`src/usb_ctrl_defs.vh`:
```
// Constants for the USB endpoint control and status register block.
//
// Summary of operation
// - 0x10: bit 7 enables the USB function, bits 6..0 hold the device address.
// - 0x11 event flags: bits 7,6,5,3,2,1; reset 0; cleared by writing 0.
// - 0x12 event flags: resume bit 3, port B0 bit 1, timer0 bit 0; write-0 clears.
// - A free-running 50 ms wake-up timer sets its event flag at each expiry.
// - 0x13 bit 7 set by firmware puts the USB interface in suspend.
// - Resume is driven while 0x13 bit 6 is set and the interface is suspended.
// - Endpoint 1 responds only while 0x13 bit 5 is set.
// - With 0x13 bit 3 set, invalid endpoint 0 OUT packets get STALL.
// - Firmware sets 0x13 bit 0; hardware clears it when raising the receive event.
// - 0x14 bit 7 is the last received toggle, bit 6 the receive error.
// - 0x14 bit 5 is direction (1 IN), bit 4 marks a SETUP token.
// - 0x14 low nibble is the byte count of the last accepted endpoint 0 packet.
// - 0x15 bit 7 is set by firmware and cleared when the transmit event rises.
// - A toggle bit in 0x15 picks DATA1 or DATA0 for endpoint 0 IN data.
// - 0x15 bit 5 set makes endpoint 0 answer OUT and IN with STALL.
// - 0x15 bits 3..0 give the endpoint 0 IN byte count; reset 0.
// - 0x16 bit 7 is set by firmware and cleared when the transmit event rises.
// - 0x16 bit 6 picks DATA1 or DATA0 for endpoint 1 IN data.
// - 0x16 bit 5 set makes endpoint 1 answer IN with STALL.
// - 0x16 bits 3..0 give the endpoint 1 IN byte count; reset 0.
// - Endpoint 0 data lands in an 8-byte buffer read at 0x18..0x1F.
// - Writing 1 to an event flag leaves it unchanged; only 0 clears.
// - In a control read, an OUT with toggle 0 or nonzero count is stalled.
// - While receive-ready is clear, an endpoint 0 OUT that is not stalled gets NAK.
// - IN data goes out only with transmit-ready set and stall clear.
`ifndef USB_CTRL_DEFS_VH
`define USB_CTRL_DEFS_VH

`define ADDR_W 7
`define A_ENADDR 7'h10
`define A_FLAGS_A 7'h11
`define A_FLAGS_B 7'h12
`define A_LINK 7'h13
`define A_RXSTAT 7'h14
`define A_TX0 7'h15
`define A_TX1 7'h16
`define A_RXBUF 7'h18
`define RXBUF_DEPTH 8
`define RESET_BYTE 8'h00

`define FLAGS_A_MASK 8'hEE
`define FLAGS_B_MASK 8'h0B
`define LINK_MASK 8'hE9
`define TX_MASK 8'hEF

`define B_EP0_RX 7
`define B_EP0_TX 6
`define B_EP1_TX 5
`define B_BUS_RST 3
`define B_SUSP 2
`define B_WAKE 1
`define B_RESUME 3
`define B_PORTB0 1
`define B_TIMER0 0
`define B_SUSPEND 7
`define B_RSM_OUT 6
`define B_EP1_CFG 5
`define B_CTRL_RD 3
`define B_RX_RDY 0
`define B_TX_RDY 7
`define B_TX_TGL 6
`define B_STALL 5
`define B_ENABLE 7
`define F_COUNT 3:0
`define EP_ZERO 4'h0
`define EP_ONE 4'h1
`define RXBUF_SHIFT 3

`define PID_OUT 2'h0
`define PID_IN 2'h1
`define PID_SETUP 2'h2
`define HS_ACK 2'h0
`define HS_NAK 2'h1
`define HS_STALL 2'h2
`define HS_DATA 2'h3

`define WAKE_TIME_MS 50
`define CLK_KHZ 100000
`endif

```
`src/usb_endpoint_control_regs.v`:
```
// Register file and endpoint handshake control of the USB device engine.
`timescale 1ns/1ns
`include "usb_ctrl_defs.vh"

module usb_endpoint_control_regs #(
   parameter WAKE_CYCLES = `WAKE_TIME_MS * `CLK_KHZ,
   parameter CNT_W = 23
) (
   // Clock and reset.
   input wire clk,
   input wire rst,
   // Firmware register port.
   input wire [6:0] reg_addr,
   input wire reg_wr,
   input wire [7:0] reg_wdata,
   input wire reg_rd,
   output reg [7:0] reg_rdata,
   // Tokens from the serial engine.
   input wire tok_valid,
   input wire [1:0] tok_pid,
   input wire [6:0] tok_addr,
   input wire [3:0] tok_ep,
   // Received data packet.
   input wire rx_byte_valid,
   input wire [7:0] rx_byte,
   input wire rx_done,
   input wire rx_toggle,
   input wire rx_error,
   input wire [3:0] rx_count,
   // Host acknowledge of IN data.
   input wire host_ack,
   // Bus and chip events.
   input wire bus_reset_seen,
   input wire suspend_seen,
   input wire resume_seen,
   input wire port_b0_edge,
   input wire timer0_overflow,
   // Handshake request to the serial engine.
   output reg hs_valid,
   output reg [1:0] hs_code,
   output reg tx_ep,
   output reg tx_toggle,
   output reg [3:0] tx_count,
   // Link state.
   output wire usb_active,
   output wire suspend_mode,
   output wire resume_drive,
   output wire ep1_active
);

////////////////////////////////////////////////////////////////////////////////

reg [7:0] enaddr;
reg [7:0] flags_a;
reg [7:0] flags_b;
reg [7:0] link;
// Receive status fields live in separate flops and are packed only for reads.
reg stat_toggle;
reg stat_error;
reg stat_in;
reg stat_setup;
reg [3:0] stat_count;
reg [7:0] tx0;
reg [7:0] tx1;
reg [7:0] rxbuf [0:`RXBUF_DEPTH-1];
reg [CNT_W-1:0] wake_cnt;
reg pend_rx;
reg pend_setup;
reg pend_accept;
reg [3:0] wr_idx;
reg in_wait0;
reg in_wait1;
reg [7:0] next_flags_a;
reg [7:0] next_flags_b;
reg [7:0] next_link;
reg [7:0] next_tx0;
reg [7:0] next_tx1;
reg [7:0] rd_mux;
integer i;

wire wr_hit_en = reg_wr && reg_addr == `A_ENADDR;
wire wr_hit_a = reg_wr && reg_addr == `A_FLAGS_A;
wire wr_hit_b = reg_wr && reg_addr == `A_FLAGS_B;
wire wr_hit_link = reg_wr && reg_addr == `A_LINK;
wire wr_hit_tx0 = reg_wr && reg_addr == `A_TX0;
wire wr_hit_tx1 = reg_wr && reg_addr == `A_TX1;
wire rxbuf_hit = reg_addr[`ADDR_W-1:`RXBUF_SHIFT] == (`A_RXBUF >> `RXBUF_SHIFT);
wire wake_tick = wake_cnt == WAKE_CYCLES - 1;
// A token counts only while the function is enabled, awake and addressed to us.
wire tok_mine = tok_valid && usb_active && !suspend_mode && tok_addr == enaddr[`ADDR_W-1:0];
wire tok_ep0 = tok_mine && tok_ep == `EP_ZERO;
wire tok_ep1 = tok_mine && tok_ep == `EP_ONE && ep1_active;
wire ep0_out_tok = tok_ep0 && tok_pid != `PID_IN;
wire ep0_in_tok = tok_ep0 && tok_pid == `PID_IN;
wire ep1_in_tok = tok_ep1 && tok_pid == `PID_IN;
wire [7:0] rxstat = {stat_toggle, stat_error, stat_in, stat_setup, stat_count};
wire rx_ok = rx_done && pend_rx && !rx_error;
wire out_bad = link[`B_CTRL_RD] && (!rx_toggle || rx_count != 4'h0);
wire rx_take = rx_ok && pend_accept && (pend_setup || !out_bad);
wire ack0 = host_ack && in_wait0;
wire ack1 = host_ack && in_wait1;

assign usb_active = enaddr[`B_ENABLE];
assign suspend_mode = link[`B_SUSPEND];
assign resume_drive = link[`B_RSM_OUT] && link[`B_SUSPEND];
assign ep1_active = link[`B_EP1_CFG];

// Clears only the masked bits written as 0; a one written has no effect.
function [7:0] write_zero_clear;
   input [7:0] cur;
   input hit;
   input [7:0] wdata;
   begin
      if (hit) begin
         write_zero_clear = cur & wdata;
      end else begin
         write_zero_clear = cur;
      end
   end
endfunction

// Plain read-write byte limited to its assigned bits.
function [7:0] write_field;
   input [7:0] cur;
   input hit;
   input [7:0] wdata;
   input [7:0] mask;
   begin
      if (hit) begin
         write_field = wdata & mask;
      end else begin
         write_field = cur;
      end
   end
endfunction

// Answer to an IN token: a stall outranks data, and data needs the ready bit.
function [1:0] in_answer;
   input stall;
   input ready;
   begin
      if (stall) begin
         in_answer = `HS_STALL;
      end else if (ready) begin
         in_answer = `HS_DATA;
      end else begin
         in_answer = `HS_NAK;
      end
   end
endfunction

////////////////////////////////////////////////////////////////////////////////

// Set wins over a firmware clear in the same cycle.
always @* begin
   next_flags_a = write_zero_clear(flags_a, wr_hit_a, reg_wdata);
   next_flags_b = write_zero_clear(flags_b, wr_hit_b, reg_wdata);
   if (rx_take) begin
      next_flags_a[`B_EP0_RX] = 1'b1;
   end
   if (ack0) begin
      next_flags_a[`B_EP0_TX] = 1'b1;
   end
   if (ack1) begin
      next_flags_a[`B_EP1_TX] = 1'b1;
   end
   if (bus_reset_seen) begin
      next_flags_a[`B_BUS_RST] = 1'b1;
   end
   if (suspend_seen) begin
      next_flags_a[`B_SUSP] = 1'b1;
   end
   if (wake_tick) begin
      next_flags_a[`B_WAKE] = 1'b1;
   end
   if (resume_seen) begin
      next_flags_b[`B_RESUME] = 1'b1;
   end
   if (port_b0_edge) begin
      next_flags_b[`B_PORTB0] = 1'b1;
   end
   if (timer0_overflow) begin
      next_flags_b[`B_TIMER0] = 1'b1;
   end
   next_flags_a = next_flags_a & `FLAGS_A_MASK;
   next_flags_b = next_flags_b & `FLAGS_B_MASK;
end

// The hardware clears ready bits; a firmware write in the same cycle wins,
// since firmware is the party that re-arms the endpoint.
always @* begin
   next_link = link;
   next_tx0 = tx0;
   next_tx1 = tx1;
   if (rx_take) begin
      next_link[`B_RX_RDY] = 1'b0;
   end
   if (ack0) begin
      next_tx0[`B_TX_RDY] = 1'b0;
   end
   if (ack1) begin
      next_tx1[`B_TX_RDY] = 1'b0;
   end
   next_link = write_field(next_link, wr_hit_link, reg_wdata, `LINK_MASK);
   next_tx0 = write_field(next_tx0, wr_hit_tx0, reg_wdata, `TX_MASK);
   next_tx1 = write_field(next_tx1, wr_hit_tx1, reg_wdata, `TX_MASK);
end

always @* begin
   rd_mux = `RESET_BYTE;
   case (reg_addr)
      `A_ENADDR: begin
         rd_mux = enaddr;
      end
      `A_FLAGS_A: begin
         rd_mux = flags_a;
      end
      `A_FLAGS_B: begin
         rd_mux = flags_b;
      end
      `A_LINK: begin
         rd_mux = link;
      end
      `A_RXSTAT: begin
         rd_mux = rxstat;
      end
      `A_TX0: begin
         rd_mux = tx0;
      end
      `A_TX1: begin
         rd_mux = tx1;
      end
      default: begin
         if (rxbuf_hit) begin
            rd_mux = rxbuf[reg_addr[2:0]];
         end else begin
            rd_mux = `RESET_BYTE;
         end
      end
   endcase
end

////////////////////////////////////////////////////////////////////////////////

always @(posedge clk) begin
   if (rst) begin
      enaddr <= `RESET_BYTE;
      flags_a <= `RESET_BYTE;
      flags_b <= `RESET_BYTE;
      link <= `RESET_BYTE;
      tx0 <= `RESET_BYTE;
      tx1 <= `RESET_BYTE;
      reg_rdata <= `RESET_BYTE;
      wake_cnt <= {CNT_W{1'b0}};
   end else begin
      if (wr_hit_en) begin
         enaddr <= reg_wdata;
      end
      flags_a <= next_flags_a;
      flags_b <= next_flags_b;
      link <= next_link;
      tx0 <= next_tx0;
      tx1 <= next_tx1;
      if (reg_rd) begin
         reg_rdata <= rd_mux;
      end
      // The wake timer free-runs from reset; no register restarts it.
      if (wake_tick) begin
         wake_cnt <= {CNT_W{1'b0}};
      end else begin
         wake_cnt <= wake_cnt + 1'b1;
      end
   end
end

////////////////////////////////////////////////////////////////////////////////

// Packet tracking and handshake choice. Bytes go straight to the buffer,
// so an OUT later stalled by the control-read check may leave bytes behind
// while the status count keeps the last accepted packet but its toggle and error bits follow the stalled one.
always @(posedge clk) begin
   if (rst) begin
      stat_toggle <= 1'b0;
      stat_error <= 1'b0;
      stat_in <= 1'b0;
      stat_setup <= 1'b0;
      stat_count <= 4'h0;
      pend_rx <= 1'b0;
      pend_setup <= 1'b0;
      pend_accept <= 1'b0;
      wr_idx <= 4'h0;
      in_wait0 <= 1'b0;
      in_wait1 <= 1'b0;
      hs_valid <= 1'b0;
      hs_code <= `HS_ACK;
      tx_ep <= 1'b0;
      tx_toggle <= 1'b0;
      tx_count <= 4'h0;
      for (i = 0; i < `RXBUF_DEPTH; i = i + 1) begin
         rxbuf[i] <= `RESET_BYTE;
      end
   end else begin
      hs_valid <= 1'b0;
      if (ack0) begin
         in_wait0 <= 1'b0;
      end
      if (ack1) begin
         in_wait1 <= 1'b0;
      end
      if (tok_valid) begin
         pend_rx <= 1'b0;
         in_wait0 <= 1'b0;
         in_wait1 <= 1'b0;
      end
      if (tok_ep0) begin
         stat_in <= tok_pid == `PID_IN;
         stat_setup <= tok_pid == `PID_SETUP;
      end
      if (ep0_out_tok) begin
         wr_idx <= 4'h0;
         pend_setup <= tok_pid == `PID_SETUP;
         pend_rx <= 1'b1;
         pend_accept <= tok_pid == `PID_SETUP || (!tx0[`B_STALL] && link[`B_RX_RDY]);
      end
      if (ep0_in_tok) begin
         hs_valid <= 1'b1;
         tx_ep <= 1'b0;
         tx_toggle <= tx0[`B_TX_TGL];
         tx_count <= tx0[`F_COUNT];
         hs_code <= in_answer(tx0[`B_STALL], tx0[`B_TX_RDY]);
         in_wait0 <= !tx0[`B_STALL] && tx0[`B_TX_RDY];
      end
      if (ep1_in_tok) begin
         hs_valid <= 1'b1;
         tx_ep <= 1'b1;
         tx_toggle <= tx1[`B_TX_TGL];
         tx_count <= tx1[`F_COUNT];
         hs_code <= in_answer(tx1[`B_STALL], tx1[`B_TX_RDY]);
         in_wait1 <= !tx1[`B_STALL] && tx1[`B_TX_RDY];
      end
      if (rx_byte_valid && pend_rx && pend_accept && wr_idx < `RXBUF_DEPTH) begin
         rxbuf[wr_idx[2:0]] <= rx_byte;
         wr_idx <= wr_idx + 4'h1;
      end
      if (rx_done && pend_rx) begin
         pend_rx <= 1'b0;
         if (pend_accept) begin
            stat_toggle <= rx_toggle;
            stat_error <= rx_error;
         end
      end
      if (rx_ok) begin
         hs_valid <= 1'b1;
         tx_ep <= 1'b0;
         if (pend_setup) begin
            hs_code <= `HS_ACK;
         end else if (tx0[`B_STALL]) begin
            hs_code <= `HS_STALL;
         end else if (out_bad) begin
            hs_code <= `HS_STALL;
         end else if (!pend_accept) begin
            hs_code <= `HS_NAK;
         end else begin
            hs_code <= `HS_ACK;
         end
      end
      if (rx_take) begin
         stat_count <= rx_count;
      end
   end
end

endmodule // usb_endpoint_control_regs

```
`config.mk`:
```
export PLATFORM = sky130hd
export DESIGN_NAME = usb_endpoint_control_regs
export DESIGN_NICKNAME = d
export VERILOG_FILES = /design/src/usb_endpoint_control_regs.v
export VERILOG_INCLUDE_DIRS = /design/src
export SDC_FILE = /design/constraint.sdc
export NUM_CORES = 1
export LEC_CHECK = 0
export BUFFER_PORTS_ARGS = -buffer_cell sky130_fd_sc_hd__buf_2
export CAP_MARGIN = 30
export CORE_MARGIN = 4
export CORE_UTILIZATION = 30
export DETAILED_ROUTE_END_ITERATION = 6
export GPL_ROUTABILITY_DRIVEN = 0
export PLACE_DENSITY_LB_ADDON = 0.25
export SYNTH_ARGS = -nofsm -noshare
export SYNTH_HDL_FRONTEND = slang
export SYNTH_SLANG_ARGS = --single-unit
```
`constraint.sdc`:
```
create_clock -name clk -period 2.5 [get_ports clk]
set_input_delay 0.125 -clock clk [delete_from_list [all_inputs] [get_ports clk]]
set_output_delay 0.125 -clock clk [all_outputs]
set_load 0.1 [all_outputs]
```
# Word level (Yosys, flattened, before mapping)
# Memories as Yosys holds them, arrays and structs flattened.
# Index checks and enable logic that the tools add are counted.
op_classes:
  bitwise_logic: 2
  addsub: 2
  eq_ne: 14
  n_mux: 55
  order_cmp: 1
  n_reduce_logical: 63
ops:
  columns: ["op", "n"]
  rows:
  - ["one-hot mux 8 bit (7 select lines)", 1]
  - ["== test 7 x 5 -> 1 bit, second input constant", 7]
  - ["two-way mux 8 bit", 5]
  - ["two-way mux 1 bit", 33]
  - ["nonzero test 2 bit", 15]
  - ["logical AND 1 bit", 29]
  - ["adder 23 x 1 -> 23 bit, second input constant", 1]
  - ["== test 23 bit, second input constant", 1]
  - ["two-way mux 2 bit", 10]
  - ["two-way mux 4 bit", 5]
  - ["nonzero test 3 bit", 3]
  - ["bitwise AND 8 bit", 1]
  - ["OR reduction 8 bit", 1]
  - ["== test 7 bit", 1]
  - ["zero test 1 bit", 6]
  - ["OR reduction 2 bit", 3]
  - ["adder 4 x 1 -> 4 bit, second input constant", 1]
  - ["bitwise AND 4 bit", 1]
  - ["== test 4 x 1 -> 1 bit, second input constant", 1]
  - ["== test 4 x 2 -> 1 bit, second input constant", 1]
  - ["zero test 4 bit", 1]
  - ["less-than comparator 4 bit, second input constant", 1]
  - ["nonzero test 4 bit", 1]
  - ["logical OR 1 bit", 3]
  - ["other kinds (5)", 5]
word_totals:
  word_cells: 173
  output_inout_bits: 21
  mem_count: 1
  ram_bits: 64
  reg_bits: 95
mem_list:
  columns: ["name", "words", "word_bits", "read_ports", "rd_ports_with_merged_regs", "write_ports", "line", "text"]
  rows:
  - ["rxbuf", 8, 8, 1, 0, 8, "usb_endpoint_control_regs.v:65", "reg [7:0] rxbuf [0:`RXBUF_DEPTH-1];"]

# Depth between registers and ports, before layout
logic_depth:
  ltp_word: 8
  depth_mapped: 8
  mapped_depth_nobuf: 7

# Worst setup path after synthesis
# No wires, ideal clock.
synth_path:
  path_kind: "register -> register"
  start: "register enaddr[7]"
  end: "register hs_code[1]"
  path_slack_ps: 246
  synth_period_minus_slack_ps: 2254
  t_arrival_ps: 2121
  path_stages_with_launch: 7
  n_path_buf: 0
  path_cell_list: "dfxtp_1 nor4bb_1 and4_1 nand4_1 o31ai_1 o32a_1 nor3_1"
synth_between:
  elab_chain_cells: 8
synth_lines:
  columns: ["item", "line", "text"]
  rows:
  - ["start: declaration", "usb_endpoint_control_regs.v:53", "reg [7:0] enaddr;"]
  - ["start signal: assignment", "usb_endpoint_control_regs.v:247", "enaddr <= `RESET_BYTE;"]
  - ["start signal: assignment", "usb_endpoint_control_regs.v:257", "enaddr <= reg_wdata;"]
  - ["logical AND 1 bit (*) (3 in series)", "usb_endpoint_control_regs.v:90", "wire tok_mine = tok_valid && usb_active && !suspend_mode && tok_addr == enaddr[`ADDR_W-1:0];"]
  - ["logical AND 1 bit (no source line)", null, null]
  - ["logical AND 1 bit", "usb_endpoint_control_regs.v:92", "wire tok_ep1 = tok_mine && tok_ep == `EP_ONE && ep1_active;"]
  - ["logical AND 1 bit (no source line)", null, null]
  - ["two-way mux 2 bit", "usb_endpoint_control_regs.v:333", "if (ep1_in_tok) begin"]
  - ["two-way mux 2 bit", "usb_endpoint_control_regs.v:352", "if (rx_ok) begin"]
  - ["end signal: assignment", "usb_endpoint_control_regs.v:338", "hs_code <= in_answer(tx1[`B_STALL], tx1[`B_TX_RDY]);"]
  - ["end signal: assignment", "usb_endpoint_control_regs.v:356", "hs_code <= `HS_ACK;"]
  - ["end signal: assignment", "usb_endpoint_control_regs.v:358", "hs_code <= `HS_STALL;"]
  - ["end: declaration", "usb_endpoint_control_regs.v:40", "output reg [1:0] hs_code,"]
# Every way passes the cells marked *; elsewhere a longest branch is shown, timed or not.
# A chain may end at the register's enable or synchronous reset.

# Final worst setup path
layout_path:
  start: "register wake_cnt[0]"
  end: "register wake_cnt[22]"
layout_between:
  elab_chain_cells: 2
layout_lines:
  columns: ["item", "line", "text"]
  rows:
  - ["start: declaration", "usb_endpoint_control_regs.v:66", "reg [CNT_W-1:0] wake_cnt;"]
  - ["start signal: assignment", "usb_endpoint_control_regs.v:254", "wake_cnt <= {CNT_W{1'b0}};"]
  - ["start signal: assignment", "usb_endpoint_control_regs.v:269", "wake_cnt <= {CNT_W{1'b0}};"]
  - ["start signal: assignment", "usb_endpoint_control_regs.v:271", "wake_cnt <= wake_cnt + 1'b1;"]
  - ["parallel branches: the longest is 2 deep, another holds adder 23 x 1 -> 23 bit", null, null]
# Several ways; the timed one is not identified.

==> impl_metrics.env <==
export IMPL_status="complete, no violations"
export IMPL_fin_tns_setup_ps=0
export IMPL_synth_area_um2=7250
export IMPL_drt_first_pass_iters=6
export IMPL_cp_max_fo=4
export IMPL_setup_viol=0
export IMPL_synth_fp_nets=750
export IMPL_io_pins=76
export IMPL_die_w_um=163
export IMPL_synth_cell_types=61
export IMPL_dr_total_vias=5394
export IMPL_crit_path_start_kind="flop"
export IMPL_cts_tree="yes"
export IMPL_reg2reg_from="wake_cnt[0]"
export IMPL_critPathCaptureType="flop"
export IMPL_yosys_warnings=0
export IMPL_drive_above_1_share_pct=20.6
export IMPL_drcViolationCount=0
export IMPL_leakage_nw=3.47
export IMPL_yosysSeqAreaShare_pct=52.2
export IMPL_rr_endpoint="wake_cnt[22]"
export IMPL_worstPathCellList="ha_1, and4_1, nand4_1, nor4_1, nand3_1, xor2_1, nor2_1"
export IMPL_cts_num_sinks=157
export IMPL_wl_mm=19.6
export IMPL_crit_slowest_cell="nor4_1"
export IMPL_final_hold_violation_count=0
export IMPL_tritoncts_num_buffers=17
export IMPL_grt_busiest_layer="met2"
export IMPL_crit_start="wake_cnt[0]"
export IMPL_cts_root_buf="clkbuf_16"
export IMPL_cpPeakStageDelay_ps=400
export IMPL_worstPathRequired_ps=2810
export IMPL_insertedDiodeCount=0
export IMPL_synth_area_per_cell_um2=10.5
export IMPL_rrSetupSlack_ps=520
export IMPL_wl_per_cell_um=17.3
export IMPL_io_buffer_count=75
export IMPL_ys_ff_latch=157
export IMPL_p_total_w=0.00572
export IMPL_met1_usage_pct=19.9
export IMPL_post_cts_resized=0
export IMPL_grt_setup_unrepaired="no"
export IMPL_dieArea_um2=26700
export IMPL_critPathCapture="wake_cnt[22]"
export IMPL_path_class="reg2reg"
export IMPL_mostFrequentLayoutCells="93 x dfxtp_1, 75 x buf_2, 71 x nor2_1"
export IMPL_fp_dieH_um=163
export IMPL_path_clk_slew_ps=70
export IMPL_gr_total_overflow=0
export IMPL_grt_use_total_pct=14.9
export IMPL_htreeDepth=4
export IMPL_async_flop_share_pct=0
export IMPL_detail_route_antenna_nets=0
export IMPL_maxSlewHeadroom_pct=45.2
export IMPL_core_area_um2=23600
export IMPL_skew_ps=13.4
export IMPL_grt_pass1_wl_mm=30.7
export IMPL_final_common_cell="dfxtp_1"
export IMPL_reg2reg_depth=7
export IMPL_cap_violations=0
export IMPL_grt_start_max_net_pins=63
export IMPL_min_period_ps=1980
export IMPL_syn_to_final_growth_pct=22.1
export IMPL_cp_arrival_ps=2290
export IMPL_fmax_mhz=505
export IMPL_worst_slew_pin_slew_ps=816
export IMPL_drt_iter0_drc=351
export IMPL_period_share_pct=79.2
export IMPL_fin_nets=859
export IMPL_hold_class="in2reg"
export IMPL_post_drt_via_cell_ratio=4.76
export IMPL_core_rowCount=56
export IMPL_grtUsageMet3_pct=3.33
export IMPL_start_util_pct=30.7
export IMPL_clockBufferDepth=2
export IMPL_pwr_density_cell_nw_per_um2=646
export IMPL_hpwl_mm=14.1
export IMPL_met2_usage_pct=24.0
export IMPL_clk_latency_ps=430
export IMPL_ir_drop_uv=461
export IMPL_syn_inst=693
export IMPL_antenna_found_initial=1
export IMPL_slew_viol_final=0
export IMPL_grt_pass1_vias=5385
export IMPL_synth_edf_count=64
export IMPL_synth_top_flop_cell="dfxtp_1"
[state kept, by name, indices dropped and copies added (netlist names), 3 cells and up]
signal	flops
tx0	7
flags_b	3
rxbuf	64
stat_count	4
wr_idx	4
enaddr	8
tx1	7
wake_cnt	23
reg_rdata	8
flags_a	6
link	5
tx_count	4
[cell usage after synthesis (2+ instances only)]
cell,count,area [um2]
nor4_1,5,31.3
a31oi_1,2,12.5
xnor2_1,13,114
dfxtp_1,93,1860
a41oi_1,2,17.5
mux2i_1,39,390
a21oi_1,38,190
or2_2,2,12.5
xor2_1,14,123
buf_4,6,45.0
mux2_2,4,45.0
o32a_1,2,20.0
nand3b_1,4,30.0
a211oi_1,9,67.6
nand4b_1,2,17.5
o211ai_1,4,30.0
nand2_1,67,251
edfxtp_1,64,1920
nor2_1,71,267
inv_1,15,56.3
nand3_1,24,120
nor4bb_1,3,30.0
nor2b_1,6,37.5
mux4_2,17,383
or3_1,2,12.5
and3_1,9,56.3
buf_1,2,7.51
nor3_1,13,65.1
a221oi_1,2,17.5
clkbuf_1,15,56.3
and4_1,3,26.3
buf_2,9,45.0
ha_1,2,25.0
and2_1,65,407
nand4_1,8,50.1
o21ai_0,26,130
nand2b_1,7,43.8
[kinds of logic after synthesis]
kind of cell,after synthesis,share of synthesized area [%]
multiplexers,60,11.3
AO/OA/AOI/OAI,96,7.96
buffers and inverters,48,2.95
AND/OR/NAND/NOR,303,22.0
XOR/XNOR,27,3.26
adder cells (fa/ha/maj),2,0.345
flip-flops,157,52.2
[where the power goes]
group | switching [W] | leakage, nW | internal, W
Sequential | 0.0000268 | 1.37 | 0.00273
Combinational | 0.000260 | 1.82 | 0.000157
Clock | 0.00110 | 0.279 | 0.00145
Total | 0.00139 | 3.47 | 0.00433
[worst min path at each step]
| stage | start | to | slack, ps | cells after the start |
|---|---|---|---|---|
| floorplan | rx_done | pend_rx | 240 | 1 |
| global placement | timer0_overflow | flags_b[0] | 360 | 3 |
| detailed placement | port_b0_edge | flags_b[1] | 360 | 3 |
| CTS | tok_valid | in_wait1 | 5 | 3 |
| global route | tok_valid | in_wait1 | 40 | 3 |
| finish | tok_valid | in_wait1 | 20 | 3 |
[metrics by stage]
stage	hold slack (ps)	worst slack [ps]	std cells	utilization [%]	cell area, um2
after floorplan	241	246	693	-	7250
after global placement	363	492	1083	34.2	8080
after detailed placement	364	479	1083	34.2	8080
after CTS	5.40	509	1134	37.5	8850
after global routing	40.6	343	1134	37.5	8850
final	24.2	521	1134	37.5	8850
[worst max-delay path, delay by kind of cell (launching register included)]
kind / cells / cell delay (ps)
DFF: 1 / 380
and+or+nand+nor: 5 / 1090
xor gates and xnor gates: 1 / 150
adders and majority gates: 1 / 230
[routing by layer]
metal	wire length, um	vias to the layer above
met4	332	2
met5	13	-
met1	9110	2579
li1	-	2692
met3	787	18
met2	9380	103
[area by class of cell]
cell class / count / area (um2)
clock buffers: 20 / 457
well taps: 319 / 399
multi-input cells: 488 / 3250
clock inverters: 12 / 124
inverters: 16 / 60.1
repair buffers: 122 / 776
flip-flops and latches: 157 / 3780
fillers: 2340 / 14800
[timing repair]
action / in CTS / in global routing
setup endpoints to repair: 0 / 0
hold buffers: 19 / 0
hold endpoints to repair: 21 / 0
buffers inserted: 0 / 0
(Power assumes the default switching activity.)
